==> src/verilog/plmc_cfg.svh <==
`ifndef PLMC_CFG_SVH
`define PLMC_CFG_SVH

// ----------------------------------------------------------------------------
// reset values and filter figures
// ----------------------------------------------------------------------------
`define PLMC_STORE_RST   1'h0
`define PLMC_LEVEL_RST   1'h0
`define PLMC_SYNC_RST    3'h0
`define PLMC_SYNC_DEPTH  3
`define PLMC_NUM_PADS    3
`define PLMC_PAD_FIRST   0
`define PLMC_PAD_SECOND  1
`define PLMC_PAD_ARRAY   2

`endif

==> src/verilog/plmc_pkg.sv <==
package plmc_pkg;

  // --------------------------------------------------------------------------
  // static configuration encodings
  // --------------------------------------------------------------------------
  typedef enum logic [0:0] {
    PLMC_STORE_LATCH = 1'h0,
    PLMC_STORE_FLOP  = 1'h1
  } plmc_store_mode_e;

  typedef enum logic [1:0] {
    PLMC_CLK_NET_ZERO = 2'h0,
    PLMC_CLK_NET_ONE  = 2'h1,
    PLMC_CLK_ARRAY    = 2'h2
  } plmc_clk_sel_e;

  typedef enum logic [1:0] {
    PLMC_SRC_PAD_FIRST  = 2'h0,
    PLMC_SRC_PAD_SECOND = 2'h1,
    PLMC_SRC_INT_FIRST  = 2'h2,
    PLMC_SRC_INT_SECOND = 2'h3
  } plmc_net_src_e;

endpackage

==> src/verilog/plmc_cell.sv <==
`include "plmc_cfg.svh"

// Functional notes
// - combinational output picks one of four data inputs; low select AND, high select OR
// - sequential part reuses the full mux, feeding a latch or flip-flop store
// - anything the combinational cell does, the sequential cell does too
// - clear input from fabric forces the stored value to zero
// - store clock chosen from routed net zero, routed net one or array clock
// - array clock pad reaches the store through its pad filter only, independent of fanout
// - both external clock pads are buffered and also usable as plain inputs
// - each routed net picks pad first, pad second, internal first or internal second
module plmc_cell
  import plmc_pkg::*;
#(
  parameter plmc_store_mode_e STORE_MODE = PLMC_STORE_FLOP,
  parameter plmc_clk_sel_e    CLK_SEL    = PLMC_CLK_ARRAY,
  parameter plmc_net_src_e    NET0_SRC   = PLMC_SRC_PAD_FIRST,
  parameter plmc_net_src_e    NET1_SRC   = PLMC_SRC_PAD_SECOND
) (
  input  wire logic clk_i,
  input  wire logic sys_rst_i,
  input  wire logic sel_low_and_left_i,
  input  wire logic sel_low_and_right_i,
  input  wire logic sel_high_or_left_i,
  input  wire logic sel_high_or_right_i,
  input  wire logic mux_data_00_i,
  input  wire logic mux_data_01_i,
  input  wire logic mux_data_10_i,
  input  wire logic mux_data_11_i,
  input  wire logic storage_clear_input_i,
  input  wire logic external_clock_pad_first_i,
  input  wire logic external_clock_pad_second_i,
  input  wire logic array_clock_pad_i,
  input  wire logic internal_clock_source_first_i,
  input  wire logic internal_clock_source_second_i,
  output logic      comb_y_o,
  output logic      seq_q_o,
  output logic      routed_clock_net_zero_o,
  output logic      routed_clock_net_one_o,
  output logic      pad_first_level_o,
  output logic      pad_second_level_o
);

  // --------------------------------------------------------------------------
  // elaboration checks
  // --------------------------------------------------------------------------
  // configuration is frozen at build time; nothing here can retarget it
  if (CLK_SEL != PLMC_CLK_NET_ZERO && CLK_SEL != PLMC_CLK_NET_ONE &&
      CLK_SEL != PLMC_CLK_ARRAY) begin : g_bad_clk_sel
    $error("plmc_cell: clock selection out of range");
  end

  // --------------------------------------------------------------------------
  // combinational cell
  // --------------------------------------------------------------------------
  logic select_low;
  logic select_high;
  logic [1:0] sel_pair;

  // two gated selects drive one four-way mux
  assign select_low  = sel_low_and_left_i & sel_low_and_right_i;
  assign select_high = sel_high_or_left_i | sel_high_or_right_i;
  assign sel_pair    = {select_high, select_low};
  assign comb_y_o    = sel_pair[1] ? (sel_pair[0] ? mux_data_11_i : mux_data_10_i)
                                   : (sel_pair[0] ? mux_data_01_i : mux_data_00_i);

  // --------------------------------------------------------------------------
  // pad filters
  // --------------------------------------------------------------------------
  logic [`PLMC_NUM_PADS-1:0] pad_raw;
  logic [`PLMC_NUM_PADS-1:0] pad_lvl;

  assign pad_raw[`PLMC_PAD_FIRST]  = external_clock_pad_first_i;
  assign pad_raw[`PLMC_PAD_SECOND] = external_clock_pad_second_i;
  assign pad_raw[`PLMC_PAD_ARRAY]  = array_clock_pad_i;

  // three stages; level moves only when stages two and three agree
  for (genvar p = 0; p < `PLMC_NUM_PADS; p++) begin : g_pad
    logic [`PLMC_SYNC_DEPTH-1:0] sync_q;
    logic                        lvl_q;
    logic                        lvl_d;

    assign lvl_d = (sync_q[1] == sync_q[2]) ? sync_q[2] : lvl_q;
    always_ff @(posedge clk_i or posedge sys_rst_i) begin
      if (sys_rst_i) begin
        sync_q <= `PLMC_SYNC_RST;
        lvl_q  <= `PLMC_LEVEL_RST;
      end else begin
        sync_q <= {sync_q[1:0], pad_raw[p]};
        lvl_q  <= lvl_d;
      end
    end
    assign pad_lvl[p] = lvl_q;
  end

  // pads read back as ordinary inputs when not clocking
  assign pad_first_level_o  = pad_lvl[`PLMC_PAD_FIRST];
  assign pad_second_level_o = pad_lvl[`PLMC_PAD_SECOND];

  // --------------------------------------------------------------------------
  // routed clock networks
  // --------------------------------------------------------------------------
  function automatic logic net_pick(input plmc_net_src_e src, input logic pa,
                                    input logic pb, input logic ia, input logic ib);
    unique case (src)
      PLMC_SRC_PAD_FIRST:  net_pick = pa;
      PLMC_SRC_PAD_SECOND: net_pick = pb;
      PLMC_SRC_INT_FIRST:  net_pick = ia;
      PLMC_SRC_INT_SECOND: net_pick = ib;
    endcase
  endfunction

  // same selector for both nets, so either may be used interchangeably
  assign routed_clock_net_zero_o = net_pick(NET0_SRC, pad_lvl[`PLMC_PAD_FIRST],
      pad_lvl[`PLMC_PAD_SECOND], internal_clock_source_first_i,
      internal_clock_source_second_i);
  assign routed_clock_net_one_o  = net_pick(NET1_SRC, pad_lvl[`PLMC_PAD_FIRST],
      pad_lvl[`PLMC_PAD_SECOND], internal_clock_source_first_i,
      internal_clock_source_second_i);

  // --------------------------------------------------------------------------
  // store clock selection and edge detect
  // --------------------------------------------------------------------------
  logic store_clk;
  logic store_clk_prev_q;
  logic store_clk_rise;

  // array clock has no selector in front, only the pad filter
  assign store_clk = (CLK_SEL == PLMC_CLK_NET_ZERO) ? routed_clock_net_zero_o :
                     (CLK_SEL == PLMC_CLK_NET_ONE)  ? routed_clock_net_one_o  :
                                                      pad_lvl[`PLMC_PAD_ARRAY];
  assign store_clk_rise = store_clk & ~store_clk_prev_q;

  always_ff @(posedge clk_i or posedge sys_rst_i) begin
    if (sys_rst_i) begin
      store_clk_prev_q <= `PLMC_LEVEL_RST;
    end else begin
      store_clk_prev_q <= store_clk;
    end
  end

  // --------------------------------------------------------------------------
  // storage element
  // --------------------------------------------------------------------------
  logic store_load;
  logic store_d;
  logic store_q;

  // latch follows while clock high; flop takes the mux value on a rise only
  assign store_load = (STORE_MODE == PLMC_STORE_FLOP) ? store_clk_rise : store_clk;
  // clear outranks any load
  assign store_d = storage_clear_input_i ? `PLMC_STORE_RST :
                   store_load            ? comb_y_o : store_q;

  always_ff @(posedge clk_i or posedge sys_rst_i) begin
    if (sys_rst_i) begin
      store_q <= `PLMC_STORE_RST;
    end else begin
      store_q <= store_d;
    end
  end
  assign seq_q_o = store_q;
endmodule // plmc_cell

==> config.mk <==
export PLATFORM = sky130hd
export DESIGN_NAME = plmc_cell
export DESIGN_NICKNAME = d
export VERILOG_FILES = /design/src/verilog/plmc_pkg.sv /design/src/verilog/plmc_cell.sv
export VERILOG_INCLUDE_DIRS = /design/src /design/src/verilog
export SDC_FILE = /design/constraint.sdc
export NUM_CORES = 1
export LEC_CHECK = 0
export BUFFER_PORTS_ARGS = -buffer_cell sky130_fd_sc_hd__buf_2
export CORE_AREA = 3 3 40 42
export DETAILED_ROUTE_END_ITERATION = 12
export DIE_AREA = 0 0 43 45
export PLACE_DENSITY_LB_ADDON = 0.12
export SETUP_SLACK_MARGIN = 0.1
export SLEW_MARGIN = 20
export SYNTH_ARGS = -nofsm -noshare
export SYNTH_HDL_FRONTEND = slang
export SYNTH_SLANG_ARGS = --single-unit
export TNS_END_PERCENT = 50
==> constraint.sdc <==
create_clock -name clk_i -period 1.5 [get_ports clk_i]
set_input_delay 0.3 -clock clk_i [delete_from_list [all_inputs] [get_ports clk_i]]
set_output_delay 0.3 -clock clk_i [all_outputs]
set_load 0.1 [all_outputs]
==> flow_summary.json <==
{
  "cp-end-kind": "output pin",
  "yosys-top-cells-area": "dfrtp_1 (71%), maj3_1 (6.1%), buf_4 (3.1%)",
  "power_frac_comb_pct": 24.1,
  "cp_top_family": "compound AO/OA/AOI/OAI gates",
  "cts.sinks": 14,
  "die-area_um2": 1940,
  "pwr-share-seq_pct": 46.4,
  "final_max_slew_viol_count": 0,
  "grt_max_degree": 15,
  "portBuffers": 19,
  "drtAntennaViolNets": 0,
  "ys_seq_area_share_pct": 71.2,
  "core.rowCount": 13,
  "drive_above_1_share_pct": 52.7,
  "ys.warnings.count": 0,
  "finalSetupTns_ns": 0,
  "cp_slowest_cell": "a21boi_4",
  "worst_pin_slew_ns": 0.499,
  "yosys_register_bits": 14,
  "status": "complete, no violations",
  "post-route-util_pct": 53.6,
  "grt_pass1_wl_um": 1500,
  "drc": 0,
  "criticalPathCategory": "in -> out",
  "internal-power_mw": 0.610,
  "dieWidth_um": 43,
  "area.growth.synth_to_final_pct": 39.9,
  "layout_min_cycle_time_ns": 1.40,
  "routedWlPerCell_um": 12.1,
  "crit_path_max_incr_delay_ns": 0.23,
  "overflow": 0,
  "initial_core_util_pct": 38.3,
  "synth_top_area_share_pct": 71.2,
  "post-route-period-util_pct": 93.7,
  "placed_area_um2": 626,
  "grt_pass1_vias": 355,
  "worstPathCellList": "buf_6 -> a21bo_1 -> o211ai_1 -> a21boi_4 -> buf_12",
  "fin_cells": 70,
  "dieHeight_um": 45,
  "switching_power_mw": 0.284,
  "worstPathRequired_ns": 1.20,
  "vias": 350,
  "start_kind": "input port",
  "cts_max_path_buffers": 2,
  "setup_slack_ns": 0.0950,
  "syn_nets": 48,
  "clock.fmax_mhz": 712,
  "total_power_mw": 0.894,
  "maxCapViolCount": 0,
  "antenna_found_initial": 0,
  "peakVddDrop_uv": 593,
  "powerDensity_nw_per_um2": 1300,
  "path_max_fanout": 3,
  "top_level_ports": 22,
  "pre_cts_ws_ns": 0.0702,
  "rsz0062_at_grt": "true",
  "path_buf_inv": 2,
  "slew_headroom_pct": 66.7,
  "cts_tree": "built",
  "switching_share_pct": 31.7,
  "avgSynthCellArea_um2": 15.4,
  "h-tree-depth": 1,
  "clock_power_share_pct": 29.5,
  "leakage_nw": 0.334,
  "hold_path_class": "in -> async",
  "hold_viol": 0,
  "globalplace.congestion": 0.829,
  "num_antenna_cells": 0,
  "arrival_ns": 1.10,
  "fin_worst_skew_ns": 0.000568,
  "whs_ns": 0.0288,
  "ys_types": 16,
  "fp.coreArea_um2": 1280,
  "final_net_count": 72,
  "synth_cells": 32,
  "nFillCells": 116,
  "cts_buffers": 3,
  "clk_pin_slew_ns": 0.08,
  "finalSetupViolations": 0,
  "syn_area_um2": 492,
  "drt_iter0_drc": 2,
  "dp.cells": 65,
  "yosys.area.top_type": "dfrtp_1",
  "drt_first_pass_iters": 3,
  "postLayoutCellArea_um2": 688,
  "vias_per_cell": 5.00,
  "cts-root-buf": "clkbuf_4",
  "wirelength_um": 846,
  "grt_usage_pct": 11.0,
  "clock_latency_ns": 0.28
}
[layout make-up]
| type | instances | area [µm²] | area share [%] |
|---|---|---|---|
| Clock buffer | 4 | 36.3 | 5.27 |
| Inverter | 1 | 3.75 | 0.545 |
| Timing Repair Buffer | 21 | 140 | 20.4 |
| Tap cell | 15 | 18.8 | 2.73 |
| Multi-Input combinational cell | 15 | 138 | 20.0 |
| Sequential cell | 14 | 352 | 51.1 |
[synthesized netlist by cell type (all sizes together)]
| master | number |
|---|---|
| dfrtp | 14 |
| maj3 | 3 |
| buf | 2 |
| o211ai | 2 |
| a2111o | 1 |
| a21bo | 1 |
| a21boi | 1 |
| inv | 1 |
| mux2i | 1 |
| nand2 | 1 |
| nand2b | 1 |
| nand3 | 1 |
| nand3b | 1 |
| nor2 | 1 |
| or4 | 1 |
[sequential cells by signal (all words and copies together) (netlist names)]
register / cells
g_pad.lvl_q: 1
g_pad.sync_q: 9
pad_first_level_o: 1
pad_second_level_o: 1
seq_q_o: 1
store_clk_prev_q: 1
[kinds of logic (layout without fill, tap and decap cells)]
kind of cell             after synthesis  after routing  synth area share [%]
flip-flops                            14             14                  71.2
AND/OR/NAND/NOR                        6              6                  6.87
AO/OA/AOI/OAI                          5              5                  9.92
adder cells (fa/ha/maj)                3              3                  6.11
buffers and inverters                  3             26                  3.82
multiplexers                           1              1                  2.04
[power groups by stage]
stage	logic (mW)	registers, mW	clock network, mW
3_5_place_dp	0.208	0.423	0
4_1_cts	0.214	0.416	0.273
5_1_grt	0.225	0.418	0.293
3_3_place_gp	0.205	0.421	0
6_report	0.215	0.415	0.264
2_1_floorplan	0.105	0.476	0
[placed cells by master, fill, tap and decap left out, drive strengths merged, types with 2 or more instances in the layout]
master	count
maj3	3
buf	20
dfrtp	14
clkbuf	5
o211ai	2
[worst paths after layout]
path	from	endpoint	slack, ns	depth (start not counted)
min in group clk_i	external_clock_pad_first_i	g_pad[0].sync_q[0]$_DFF_PP0_	0.12	1
worst max-delay path	sel_low_and_left_i	comb_y_o	0.1	5
worst min register to register	g_pad[1].sync_q[0]$_DFF_PP0_	g_pad[1].sync_q[1]$_DFF_PP0_	0.36	0
worst max register to register	store_clk_prev_q$_DFF_PP0_	seq_q_o$_DFFE_PP0P_	0.33	3
max in group asynchronous	sys_rst_i	pad_second_level_o$_DFFE_PP0N_	1.11	2
worst min-delay path	sys_rst_i	g_pad[0].sync_q[0]$_DFF_PP0_	0.03	2
[metal layers]
layer,routed length (µm),vias to the layer above,global-route usage (%)
met5,0,-,0
met4,29,0,9.04
met3,100,3,4.78
met2,386,20,16.8
met1,330,169,11.9
li1,-,158,-
[timing repair]
action / CTS / global route
gates resized for setup: 2 / 2
hold buffers: 0 / 0
pin swaps: 1 / 1
endpoints found under the setup margin: 3 / 5
buffers inserted: 1 / 0
hold endpoints to repair: 0 / 0
No activity file was read; power rests on OpenSTA's default activity.
